==> config.mk <==
export PLATFORM = sky130hd
export DESIGN_NAME = tkcfg_bank
export DESIGN_NICKNAME = d
export VERILOG_FILES = /design/src/design/tkcfg_pkg.sv /design/src/design/tkcfg_bank.sv
export SDC_FILE = /design/constraint.sdc
export NUM_CORES = 1
export LEC_CHECK = 0
export BUFFER_PORTS_ARGS = -buffer_cell sky130_fd_sc_hd__buf_4
export CAP_MARGIN = 30
export CORE_ASPECT_RATIO = 1.1
export CORE_MARGIN = 1
export CORE_UTILIZATION = 50
export DETAILED_ROUTE_END_ITERATION = 12
export PLACE_DENSITY = 0.82
export SLEW_MARGIN = 20
export SYNTH_ARGS = -nofsm -noshare
export SYNTH_HDL_FRONTEND = slang
export SYNTH_SLANG_ARGS = --single-unit
export TNS_END_PERCENT = 20
==> constraint.sdc <==
create_clock -name clk -period 23.2 [get_ports clk]
set_input_delay 3.48 -clock clk [delete_from_list [all_inputs] [get_ports clk]]
set_output_delay 3.48 -clock clk [all_outputs]
set_load 0.05 [all_outputs]
==> src/design/tkcfg_pkg.sv <==
// Package for the touch key module configuration register bank.
// Assumes an APB master with 32-bit data and word-aligned registers.
package tkcfg_pkg;
    localparam int unsigned NUM_MODULES = 4;
    localparam int unsigned ADDR_W = 8;
    // Per-module block: four words, modules 0x10 bytes apart
    localparam logic [7:0] OFS_CAP_HIGH = 8'h00;
    localparam logic [7:0] OFS_CAP_LOW = 8'h04;
    localparam logic [7:0] OFS_CTRL_ZERO = 8'h08;
    localparam logic [7:0] OFS_CTRL_ONE = 8'h0C;
    localparam logic [7:0] MODULE_STRIDE = 8'h10;
    localparam logic [7:0] RST_BYTE = 8'h00;
    localparam logic [7:0] CAP_HIGH_MASK = 8'h03;
    localparam logic [7:0] CTRL_ONE_MASK = 8'hBF;
    localparam int unsigned CAP_CODE_W = 10;
    // Capacitance = code * CAP_FULL_PF / CAP_DIVISOR
    localparam int unsigned CAP_FULL_PF = 50;
    localparam int unsigned CAP_DIVISOR = 1024;
    localparam int unsigned SLOT_CLK_DIV = 4;
    localparam logic [1:0] SLOT_DIV_LAST = 2'h3;

    typedef enum logic [1:0] {
        TKCFG_IDLE = 2'b00,
        TKCFG_ACCESS = 2'b01
    } tkcfg_state_e;

    // Configuration one module hands to its analog front end
    typedef struct packed {
        logic [9:0] ref_osc_cap_code;
        logic [1:0] key_mux_select;
        logic freq_double_enable;
        logic filter_enable;
        logic hop_control_select;
        logic [2:0] hop_freq_select;
        logic hop_by_hardware;
        logic slot_clock_select;
        logic slot_clock;
        logic ref_osc_enable;
        logic key_osc_enable;
        logic [3:0] key_pin_enable;
    } tkcfg_module_s;
endpackage : tkcfg_pkg

==> src/design/tkcfg_bank.sv <==
// Register bank holding four touch key module configurations over APB.
// Assumes clk is the system clock; pads and oscillators read the outputs.
`timescale 1ns/1ps
module tkcfg_bank #(
    parameter int unsigned MODULES = tkcfg_pkg::NUM_MODULES
) (
    input wire logic clk,
    input wire logic rst_b,
    input wire logic clk_en,
    input wire logic psel,
    input wire logic penable,
    input wire logic pwrite,
    input wire logic [7:0] paddr,
    input wire logic [31:0] pwdata,
    input wire logic [3:0] pstrb,
    output logic [31:0] prdata,
    output logic pready,
    output logic pslverr,
    output tkcfg_pkg::tkcfg_module_s [MODULES-1:0] module_cfg
);
    // A 4-bit module field in the address could map 16 modules; the check stops at 15
    if (MODULES < 1 || MODULES > 15) begin : g_bad_modules
        $error("tkcfg_bank: MODULES must be 1 to 15");
    end

    logic rst_meta_b;
    logic rst_sync_b;
    always_ff @(posedge clk or negedge rst_b) begin
        if (!rst_b) begin
            rst_meta_b <= 1'b0;
            rst_sync_b <= 1'b0;
        end else begin
            rst_meta_b <= 1'b1;
            rst_sync_b <= rst_meta_b;
        end
    end

    logic [7:0] cap_high [MODULES];
    logic [7:0] cap_low [MODULES];
    logic [7:0] ctrl_zero [MODULES];
    logic [7:0] ctrl_one [MODULES];
    logic [7:0] next_cap_high [MODULES];
    logic [7:0] next_cap_low [MODULES];
    logic [7:0] next_ctrl_zero [MODULES];
    logic [7:0] next_ctrl_one [MODULES];
    tkcfg_pkg::tkcfg_state_e state;
    tkcfg_pkg::tkcfg_state_e next_state;
    logic [31:0] next_prdata;
    logic next_pready;
    logic next_pslverr;
    logic [1:0] slot_div;
    logic [1:0] next_slot_div;
    tkcfg_pkg::tkcfg_module_s [MODULES-1:0] next_cfg;

    // Module index of an address, or MODULES when unmapped
    function automatic int unsigned addr_module(input logic [7:0] a);
        int unsigned m;
        m = int'(a[7:4]);
        if (a[1:0] != 2'h0 || m >= MODULES) begin
            m = MODULES;
        end
        return m;
    endfunction : addr_module

    // Byte lane 0 update with strobe and writable-bit mask
    function automatic logic [7:0] lane_write(input logic [7:0] old,
            input logic [7:0] wd, input logic [7:0] mask, input logic en);
        logic [7:0] r;
        r = en ? ((old & ~mask) | (wd & mask)) : old;
        return r;
    endfunction : lane_write

    int unsigned sel_mod;
    logic [7:0] sel_ofs;
    always_comb begin
        sel_mod = addr_module(paddr);
        sel_ofs = paddr & 8'h0F;
        next_state = state;
        next_pready = 1'b0;
        next_pslverr = 1'b0;
        next_prdata = 32'h0000_0000;
        for (int m = 0; m < MODULES; m++) begin
            next_cap_high[m] = cap_high[m];
            next_cap_low[m] = cap_low[m];
            next_ctrl_zero[m] = ctrl_zero[m];
            next_ctrl_one[m] = ctrl_one[m];
        end
        case (state)
            tkcfg_pkg::TKCFG_IDLE: begin
                // Answer one cycle into the access phase
                if (psel && penable) begin
                    next_state = tkcfg_pkg::TKCFG_ACCESS;
                    next_pready = 1'b1;
                    if (sel_mod == MODULES) begin
                        next_pslverr = 1'b1;
                    end else if (!pwrite) begin
                        // Writes land one edge later, when pready is seen
                        case (sel_ofs)
                            tkcfg_pkg::OFS_CAP_HIGH:
                                next_prdata[7:0] = cap_high[sel_mod];
                            tkcfg_pkg::OFS_CAP_LOW:
                                next_prdata[7:0] = cap_low[sel_mod];
                            tkcfg_pkg::OFS_CTRL_ZERO:
                                next_prdata[7:0] = ctrl_zero[sel_mod];
                            tkcfg_pkg::OFS_CTRL_ONE:
                                next_prdata[7:0] = ctrl_one[sel_mod];
                            default: next_prdata = 32'h0000_0000;
                        endcase
                    end
                end
            end
            tkcfg_pkg::TKCFG_ACCESS: begin
                next_state = tkcfg_pkg::TKCFG_IDLE;
            end
            default: next_state = tkcfg_pkg::TKCFG_IDLE;
        endcase
        // Write lands on the edge where pready is sampled high
        if (state == tkcfg_pkg::TKCFG_ACCESS && psel && penable && pwrite
                && pready && !pslverr && sel_mod != MODULES) begin
            case (sel_ofs)
                tkcfg_pkg::OFS_CAP_HIGH:
                    next_cap_high[sel_mod] = lane_write(cap_high[sel_mod],
                        pwdata[7:0], tkcfg_pkg::CAP_HIGH_MASK, pstrb[0]);
                tkcfg_pkg::OFS_CAP_LOW:
                    next_cap_low[sel_mod] = lane_write(cap_low[sel_mod],
                        pwdata[7:0], 8'hFF, pstrb[0]);
                tkcfg_pkg::OFS_CTRL_ZERO:
                    next_ctrl_zero[sel_mod] = lane_write(ctrl_zero[sel_mod],
                        pwdata[7:0], 8'hFF, pstrb[0]);
                tkcfg_pkg::OFS_CTRL_ONE:
                    // Bit 6 is unimplemented and stays zero
                    next_ctrl_one[sel_mod] = lane_write(ctrl_one[sel_mod],
                        pwdata[7:0], tkcfg_pkg::CTRL_ONE_MASK, pstrb[0]);
                default: next_ctrl_one[sel_mod] = ctrl_one[sel_mod];
            endcase
        end
    end

    always_ff @(posedge clk or negedge rst_sync_b) begin
        if (!rst_sync_b) begin
            state <= tkcfg_pkg::TKCFG_IDLE;
            prdata <= 32'h0000_0000;
            pready <= 1'b0;
            pslverr <= 1'b0;
            for (int m = 0; m < MODULES; m++) begin
                cap_high[m] <= tkcfg_pkg::RST_BYTE;
                cap_low[m] <= tkcfg_pkg::RST_BYTE;
                ctrl_zero[m] <= tkcfg_pkg::RST_BYTE;
                ctrl_one[m] <= tkcfg_pkg::RST_BYTE;
            end
        end else if (clk_en) begin
            state <= next_state;
            prdata <= next_prdata;
            pready <= next_pready;
            pslverr <= next_pslverr;
            for (int m = 0; m < MODULES; m++) begin
                cap_high[m] <= next_cap_high[m];
                cap_low[m] <= next_cap_low[m];
                ctrl_zero[m] <= next_ctrl_zero[m];
                ctrl_one[m] <= next_ctrl_one[m];
            end
        end
    end

    // System clock divided by four for the time slot counter option
    always_comb begin
        next_slot_div = slot_div + 2'h1;
    end
    always_ff @(posedge clk or negedge rst_sync_b) begin
        if (!rst_sync_b) begin
            slot_div <= 2'h0;
        end else if (clk_en) begin
            slot_div <= next_slot_div;
        end
    end

    // Outputs are registered so the analog side sees glitch-free levels
    always_comb begin
        for (int m = 0; m < MODULES; m++) begin
            next_cfg[m].ref_osc_cap_code =
                {cap_high[m][1:0], cap_low[m]};
            next_cfg[m].key_mux_select = ctrl_zero[m][7:6];
            next_cfg[m].freq_double_enable = ctrl_zero[m][5];
            next_cfg[m].filter_enable = ctrl_zero[m][4];
            next_cfg[m].hop_control_select = ctrl_zero[m][3];
            next_cfg[m].hop_by_hardware = ctrl_zero[m][3];
            // Field forced to zero while hardware owns hopping
            next_cfg[m].hop_freq_select =
                ctrl_zero[m][3] ? 3'h0 : ctrl_zero[m][2:0];
            next_cfg[m].slot_clock_select = ctrl_one[m][7];
            // High half of the divide-by-four period; the reference
            // oscillator path is muxed in the analog domain
            next_cfg[m].slot_clock =
                ctrl_one[m][7] & slot_div[1];
            next_cfg[m].ref_osc_enable = ctrl_one[m][5];
            next_cfg[m].key_osc_enable = ctrl_one[m][4];
            next_cfg[m].key_pin_enable = ctrl_one[m][3:0];
        end
    end
    always_ff @(posedge clk or negedge rst_sync_b) begin
        if (!rst_sync_b) begin
            module_cfg <= '0;
        end else if (clk_en) begin
            module_cfg <= next_cfg;
        end
    end
endmodule : tkcfg_bank

==> flow_summary_export.csv, run 1 <==
group,metric,value,unit
outcome,status,"completed",
drt,firstDrtPassIters,5,
die,ioPinCount,192,
global_route,grt_pass1_wl,41800,um
synthesis,ys_types,55,
cts,clock_latency,0.53,ns
drt,num_vias,7729,
sta,fmaxAchievable,0.171,GHz
global_route,grt_max_degree,188,
cts,cts_tree,"yes",
critical_path,r2r.worst_path.cells,4,
place,hpwl,17500,um
drt,drt_iter0_markers,603,
die,die_x,143,um
critical_path,cp_slowest_cell,"nor2_1",
die,die_area,0.0223,mm2
sta,worst_slew_pin_slew,0.958,ns
cts,clk_pin_slew,0.06,ns
critical_path,endpoint_kind,"flip-flop",
cells_and_area,final_layout_size_suffix_gt1_frac,0.292,
critical_path,worstPathCellList,"buf_4 -> inv_1 -> nor2_1 -> buf_4 -> and3_1 -> nor2_1 -> a21oi_1",
synthesis,syn_area_per_cell,11.3,um2
cells_and_area,area_growth,17.3,%
critical_path,crit_path_start,"paddr[5]",
global_route,grt_pass1_vias,7687,
critical_path,path_max_fanout,46,
sta,setup_viol,0,
critical_path,cp-endpoint,"cap_low[12]",
critical_path,worstPathArrival,6.28,ns
power_and_ir_drop,powerDensity,70.4,mW/mm2
run,cap_viol_max_count,0,
synthesis,yosys.area.top_type,"dfrtp_1",
synthesis,async_flop_share,1.00,
critical_path,startpoint_type,"input port",
synthesis,synth_cells,966,
cells_and_area,antenna_cells,0,
cells_and_area,nFillCells,1726,
drt,drc,0,
synthesis,yosysSeqAreaShare,0.569,
synthesis,netlist.area_leader.share,0.569,
sta,rsz0062_at_grt,"false",
cells_and_area,seqCellArea,0.00618,mm2
die,start_util,0.510,
global_route,overflow,0,
global_route,grt_use_total,0.242,
sta,fin_crit,5.85,ns
sta,slew_headroom,0.361,
place,place_congestion,0.895,
power_and_ir_drop,leakage,6.24,nW
synthesis,synth-main-ff-cell,"dfrtp_1",
place,port_buffers,140,
cts,ctsResizeCount,0,
die,row_count,56,
drt,wl_per_cell,19.3,um
critical_path,rrSetupSlack,20.56,ns
sta,fin_skew,0.0208,ns
cts,cts_sinks,247,
die,core,0.0213,mm2
power_and_ir_drop,ir_drop,51.0,uV
cts,ctsLongestPathBuffers,3,
cts,cts_buffers,25,
cts,post_cts_buffers,0,
cells_and_area,nets,1104,
critical_path,crit_type,"input port to flip-flop",
synthesis,synth-seq-cells,247,
cells_and_area,multi_input_area,0.00415,mm2
sta,finalHoldViolations,0,
synthesis,synthTopCellsByArea,"dfrtp_1 57%, mux2_2 11%, nor2_1 3.7%",
critical_path,required,23.64,ns
drt,ant_nets,0,
synthesis,ys_warn_count,0,
synthesis,synth-edff-count,0,
drt,wl,26200,um
sta,fin_setup_tns,0,ns
sta,post-route-period-util,0.252,
cts,postCtsHoldBufs,0,
drt,viasPerCell,5.67,
cts,clock-root-buffer,"clkbuf_16",
cts,cts.htree.levels,1,
global_route,antenna_found_initial,0,
cells_and_area,fin_util,0.598,
critical_path,reg2reg_to,"ctrl_zero[8]",
critical_path,slowest_delay,0.77,ns
sta,slew_violations,0,
die,fp.dieH,157,um
critical_path,rr_startpoint,"pslverr",
hold_path,hold_path.class,"flip-flop to flip-flop",
synthesis,syn-cell-area,0.0109,mm2
## worst max-delay path: cells and delay by family
family	cells	cell delay, ns
and+or+nand+nor	3	1.29
AOI/OAI and AO/OA	1	0.18
buffers and inverters	3	1.29
## stage by stage
step | worst slack (ns) | cells | power, mW | cell area, um2 | hold slack, ns
after floorplan | 15.81 | 989 | 0.487 | 11000 | 0.331
after global placement | 16.93 | 1314 | 0.497 | 11900 | 0.340
after detailed placement | 16.89 | 1314 | 0.498 | 11900 | 0.337
after CTS | 17.44 | 1359 | 0.903 | 12700 | 0.351
after global routing | 17.21 | 1362 | 0.927 | 12700 | 0.370
final | 17.35 | 1362 | 0.897 | 12700 | 0.353
## worst min path at each step
stage,cells after the start,to,startpoint
floorplan,0,rst_sync_b,rst_meta_b
global placement,0,rst_sync_b,rst_meta_b
detailed placement,0,rst_sync_b,rst_meta_b
CTS,0,rst_sync_b,rst_meta_b
global route,0,rst_sync_b,rst_meta_b
finish,0,rst_sync_b,rst_meta_b
## layout by cell type, fill, tap and decap left out, types with 3 or more instances in the layout
| master | n |
|---|---|
| dfrtp_1 | 246 |
| buf_4 | 146 |
| nor2_1 | 108 |
| mux2_2 | 107 |
| a21oi_1 | 67 |
| nand2_1 | 46 |
| o21ai_0 | 35 |
| conb_1 | 25 |
| clkbuf_16 | 25 |
| mux2i_1 | 23 |
| nand3_1 | 22 |
| inv_1 | 21 |
| o22ai_1 | 14 |
| nand2b_1 | 13 |
| a31oi_1 | 13 |
| a22o_1 | 12 |
| a221o_1 | 11 |
| o21a_1 | 10 |
| o221ai_1 | 8 |
| nor3_1 | 7 |
| a2bb2oi_1 | 7 |
| o211ai_1 | 7 |
| clkinv_2 | 7 |
| nor2b_1 | 6 |
| a32oi_1 | 6 |
| or4_1 | 5 |
| o211a_1 | 5 |
| o32a_1 | 5 |
| a211oi_1 | 5 |
| o41a_1 | 5 |
| clkbuf_1 | 5 |
| nor4_1 | 3 |
| a211o_1 | 3 |
| o2bb2ai_1 | 3 |
| and2_1 | 3 |
| bufinv_16 | 3 |
| clkbuf_8 | 3 |
## where the power goes
part / internal (mW) / total (mW) / leakage (nW) / switching (mW)
Sequential: 0.433 / 0.438 / 3.44 / 0.00460
Combinational: 0.0139 / 0.0533 / 2.39 / 0.0394
Clock: 0.241 / 0.406 / 0.410 / 0.165
## cell usage after synthesis, types with 8 or more instances
library cell	count
a21oi_1	67
a221o_1	11
a22o_1	12
a31oi_1	13
buf_2	11
buf_4	33
clkbuf_1	62
dfrtp_1	247
inv_1	21
mux2_2	107
mux2i_1	23
nand2_1	46
nand2b_1	13
nand3_1	22
nor2_1	108
o21a_1	10
o21ai_0	35
o221ai_1	8
o22ai_1	14
## cell type report
type / count / area share
Clock buffer: 33 / 0.0538
Timing Repair Buffer: 150 / 0.0899
Clock inverter: 12 / 0.0111
Tap cell: 290 / 0.0285
Multi-Input combinational cell: 609 / 0.325
Inverter: 21 / 0.00618
Sequential cell: 247 / 0.485
## layer usage
layer	GRT usage	wire length [um]	part of all wire
met1	0.328	11100	0.42
met2	0.391	12500	0.48
met3	0.0539	2110	0.081
met4	0.0691	567	0.022
met5	0	0	0
## sequential cells by signal (all words and copies together), names as in the netlist, named ones only
name and cells:
ctrl_one 28, ctrl_zero 32, pslverr 1, pready 1
cap_high 32, state 1, rst_meta_b 1, module_cfg 104
slot_div 2, rst_sync_b 1, cap_low 32, prdata 8
## logic make-up (layout without fill, tap and decap cells)
| logic type | count (synthesis) | after routing | share of synthesized area |
|---|---|---|---|
| xor gates and xnor gates | 2 | 2 | 0.00161 |
| and+or+nand+nor | 232 | 232 | 0.102 |
| muxes | 130 | 130 | 0.132 |
| other | 2 | 25 | 0.000691 |
| AOI/OAI and AO/OA | 220 | 220 | 0.136 |
| buffers and inverters | 133 | 216 | 0.0586 |
| DFF | 247 | 247 | 0.569 |
No activity file was read; power rests on OpenSTA's default activity.
==> inputs of run 2 (changes only) <==
Clock period 23.2 ns to 5.5 ns, I/O delays scaled along.
==> flow_summary_export.csv, run 2 (synthesis results as in run 1) <==
group,metric,value,unit
sta,rsz0062_at_grt,"false",
cts,cts_tree,"yes",
cells_and_area,regMostFlops,"module_cfg",
cts,post_cts_buffers,0,
cts,clock-root-buffer,"clkbuf_16",
cells_and_area,nets,1105,
cells_and_area,nFillCells,1703,
place,place_congestion,0.887,
run,cap_viol_max_count,0,
sta,finalHoldViolations,0,
critical_path,rr_startpoint,"pslverr",
critical_path,worstPathArrival,3.46,ns
cts,postCtsHoldBufs,0,
cts,clk_pin_slew,0.06,ns
place,port_buffers,140,
cells_and_area,area_growth,17.7,%
die,ioPinCount,192,
cts,ctsLongestPathBuffers,3,
power_and_ir_drop,leakage,6.25,nW
power_and_ir_drop,ir_drop,238,uV
cts,cts_buffers,25,
drt,wl,26600,um
drt,wl_per_cell,19.5,um
cells_and_area,antenna_cells,0,
critical_path,crit_type,"input port to flip-flop",
place,dp_slack,2.00,ns
die,start_util,0.510,
place,place_inst,1316,
sta,fin_setup_tns,0,ns
global_route,grt_max_degree,192,
critical_path,required,5.90,ns
critical_path,endpoint_kind,"flip-flop",
critical_path,path_depth,7,
die,row_count,56,
sta,slew_headroom,0.335,
cells_and_area,mostFrequentLayoutCells,"246 x dfrtp_1, 148 x buf_4, 108 x nor2_1",
hold_path,hold_path.class,"input port to async pin",
drt,ant_nets,0,
die,fp.dieH,157,um
sta,fmaxAchievable,0.327,GHz
critical_path,cp_slowest_cell,"nor2_1",
cells_and_area,fin_util,0.600,
power_and_ir_drop,powerDensity,303,mW/mm2
sta,finalWorstSetupSlack,2.44,ns
die,die_x,143,um
sta,fin_hold_ws,0.0754,ns
critical_path,worst-path-buf-inv,3,
critical_path,r2r.worst_path.cells,4,
cts,clock_latency,0.52,ns
critical_path,crit_top_cell,"buf_4",
sta,slew_violations,0,
sta,setup_viol,0,
cts,cts.htree.levels,1,
global_route,antenna_found_initial,0,
sta,worst_slew_pin_slew,0.998,ns
drt,num_vias,7875,
critical_path,cpLargestDelayFamily,"buffers and inverters",
cells_and_area,finalNonFillerCells,1363,
critical_path,rrSetupSlack,3.04,ns
sta,fin_skew,0.0119,ns
critical_path,slowest_delay,0.68,ns
place,hpwl,17700,um
drt,drt_iter0_markers,809,
critical_path,reg2reg_to,"ctrl_zero[31]",
global_route,grt_pass1_wl,42100,um
drt,firstDrtPassIters,5,
critical_path,startpoint_type,"input port",
critical_path,path_max_fanout,46,
cells_and_area,final_common_cell,"dfrtp_1",
die,core,0.0213,mm2
cts,cts_sinks,247,
sta,fin_crit,3.06,ns
sta,post-route-period-util,0.556,
drt,viasPerCell,5.78,
drt,drc,0,
global_route,grt_pass1_vias,7660,
critical_path,worstPathCellList,"buf_4 -> inv_1 -> nor2_1 -> buf_4 -> a221o_1 -> o22ai_1 -> or3_1",
cts,ctsResizeCount,0,
cells_and_area,largest_register_ffs,104,
cells_and_area,final_layout_size_suffix_gt1_frac,0.292,
global_route,grt_use_total,0.243,
outcome,status,"completed",
die,die_area,0.0223,mm2
global_route,overflow,0,
## run 2: worst max path at each step
stage / startpoint / endpoint / slack, ns
5_1_grt: paddr[5] / cap_low[12] / 2.37
4_1_cts: paddr[1] / ctrl_zero[31] / 2.54
6_report: paddr[5] / prdata[5] / 2.44
3_5_place_dp: paddr[1] / prdata[5] / 2.00
2_1_floorplan: rst_sync_b / async pin / 1.45
3_3_place_gp: paddr[1] / ctrl_zero[31] / 2.05
## run 2: stage by stage
stage	cell area (um2)	power [mW]
CTS	12800	3.89
detailed placement	11900	2.10
global route	12800	3.99
finish	12800	3.88
floorplan	11000	2.05
global placement	11900	2.10
## run 2: layout make-up
class                   instances  area [um2]  share of cell area
flip-flops and latches        247        6180               0.484
multi-input cells             609        4150               0.324
repair buffers                151        1140              0.0892
clock buffers                  37         731              0.0571
well taps                     290         363              0.0284
clock inverters                 8         145              0.0113
inverters                      21        78.8             0.00616
## run 2: routing by layer
metal / GRT usage / vias to the layer above / wire length, um
li1: - / 3561 / -
met1: 0.327 / 3861 / 10800
met2: 0.398 / 396 / 13100
met3: 0.0508 / 57 / 2130
met4: 0.0676 / 0 / 578
met5: 0 / - / 0
## run 2: report_power, final
part           switching, mW  internal [mW]  total [mW]
Sequential            0.0205           1.83        1.85
Combinational          0.167         0.0577       0.225
Clock                  0.701           1.10        1.81
==> inputs of run 3 (changes only) <==
Settings changed: PLACE_DENSITY 0.82 to 0.84.
Clock period 5.5 ns to 2.52 ns, I/O delays scaled along.
==> flow_summary_export.csv, run 3 (synthesis results as in run 1) <==
group,metric,value,unit
cts,postCtsHoldBufs,1,
cells_and_area,largest_register_ffs,104,
sta,worst_slew_pin_slew,0.562,ns
cts,cts_buffers,24,
critical_path,required,2.92,ns
critical_path,worstPathArrival,2.64,ns
drt,drc,0,
sta,fin_crit,2.24,ns
cts,cts_tree,"yes",
place,dpl_cell_area,0.0126,mm2
sta,finalWorstSetupSlack,0.283,ns
global_route,grt_pass1_vias,8049,
power_and_ir_drop,powerDensity,634,mW/mm2
cells_and_area,fin_area,0.0135,mm2
cts,post_cts_buffers,0,
drt,ant_nets,0,
cts,cts_sinks,247,
die,ioPinCount,192,
sta,finalHoldViolations,0,
global_route,grt_max_degree,100,
cells_and_area,seqCellArea,0.00618,mm2
drt,wl_per_cell,19.4,um
drt,drt_iter0_markers,697,
critical_path,rrSetupSlack,0.28,ns
cts,cts.htree.levels,1,
cts,clk_pin_slew,0.06,ns
critical_path,crit_type,"flip-flop to flip-flop",
die,row_count,56,
hold_path,hold_path.class,"input port to async pin",
die,die_area,0.0223,mm2
cts,clock_latency,0.52,ns
cts,clock-root-buffer,"clkbuf_16",
outcome,status,"completed",
sta,rsz0062_at_grt,"false",
cells_and_area,nets,1172,
drt,num_vias,8176,
critical_path,r2r.worst_path.cells,5,
sta,setup_viol,0,
drt,wl,27700,um
cells_and_area,final_common_cell,"dfrtp_1",
cts,ctsLongestPathBuffers,3,
cts,ctsResizeCount,0,
die,start_util,0.510,
drt,firstDrtPassIters,5,
sta,fmaxAchievable,0.447,GHz
place,port_buffers,140,
critical_path,endpoint_kind,"flip-flop",
global_route,grt_pass1_wl,43700,um
critical_path,path_max_fanout,6,
cells_and_area,nFillCells,1651,
power_and_ir_drop,ir_drop,420,uV
place,place_congestion,0.887,
global_route,antenna_found_initial,0,
cells_and_area,multi_input_area,0.00415,mm2
sta,slew_violations,0,
run,cap_viol_max_count,0,
global_route,overflow,0,
cells_and_area,area_growth,23.8,%
critical_path,startpoint_type,"flip-flop",
global_route,grt_use_total,0.252,
cells_and_area,final_layout_size_suffix_gt1_frac,0.336,
die,die_x,143,um
cells_and_area,antenna_cells,0,
sta,slew_headroom,0.626,
place,hpwl,19400,um
drt,viasPerCell,5.73,
sta,post-route-period-util,0.888,
cells_and_area,regMostFlops,"module_cfg",
die,fp.dieH,157,um
sta,fin_setup_tns,0,ns
sta,fin_hold_ws,0.174,ns
place,dp_slack,-0.119,ns
die,core,0.0213,mm2
sta,fin_skew,0.00994,ns
cells_and_area,mostFrequentLayoutCells,"246 x dfrtp_1, 205 x buf_4, 108 x nor2_1",
power_and_ir_drop,leakage,6.64,nW
[run 3: changes by cell type in the layout (fill, tap and decap cells not counted), sizes merged]
cell         change
clkbuf           -8
clkinv           +3
dlygate4sd3      +1
buf             +68
bufinv           +1
[run 3: per-layer routing]
metal | share of wire | GRT usage | routed length (um)
met5 | 0 | 0 | 0
met1 | 0.41 | 0.341 | 11300
met2 | 0.48 | 0.415 | 13400
met3 | 0.083 | 0.0425 | 2300
met4 | 0.024 | 0.0737 | 670
[run 3: power breakdown]
group,total (mW),leakage (nW),switching (mW),internal (mW)
clock network,3.95,0.429,1.52,2.43
registers,4.03,3.44,0.0394,3.99
logic,0.558,2.77,0.385,0.173
total,8.54,6.64,1.95,6.59
[run 3: worst max-delay path: stages (launching register included)]
cell      delay (ns)
dfrtp_1         0.45
nand4b_1        0.32
or4b_4          0.62
nor2_1          0.19
buf_4           0.20
mux2_2          0.33
[run 3: final timing paths]
check | end | from
max | ctrl_zero[1] | pslverr
min | rst_sync_b | rst_b
max reg2reg | ctrl_zero[1] | pslverr
min reg2reg | module_cfg[54] | rst_sync_b
max in group asynchronous | module_cfg[73] | rst_sync_b
min in group clk | state[0] | clk_en
[run 3: area by class of cell]
cell class / instances / area share
Clock inverter: 12 / 0.0144
Clock buffer: 30 / 0.0508
Multi-Input combinational cell: 609 / 0.308
Sequential cell: 247 / 0.459
Timing Repair Buffer: 219 / 0.134
Inverter: 21 / 0.00586
Tap cell: 290 / 0.0270
[run 3: metrics by stage]
stage / instances / total power [mW] / utilization
CTS: 1428 / 8.59 / 0.632
global route: 1428 / 8.79 / 0.632
floorplan: 989 / 4.48 / -
finish: 1428 / 8.54 / 0.632
global placement: 1385 / 4.64 / 0.590
detailed placement: 1385 / 4.65 / 0.590
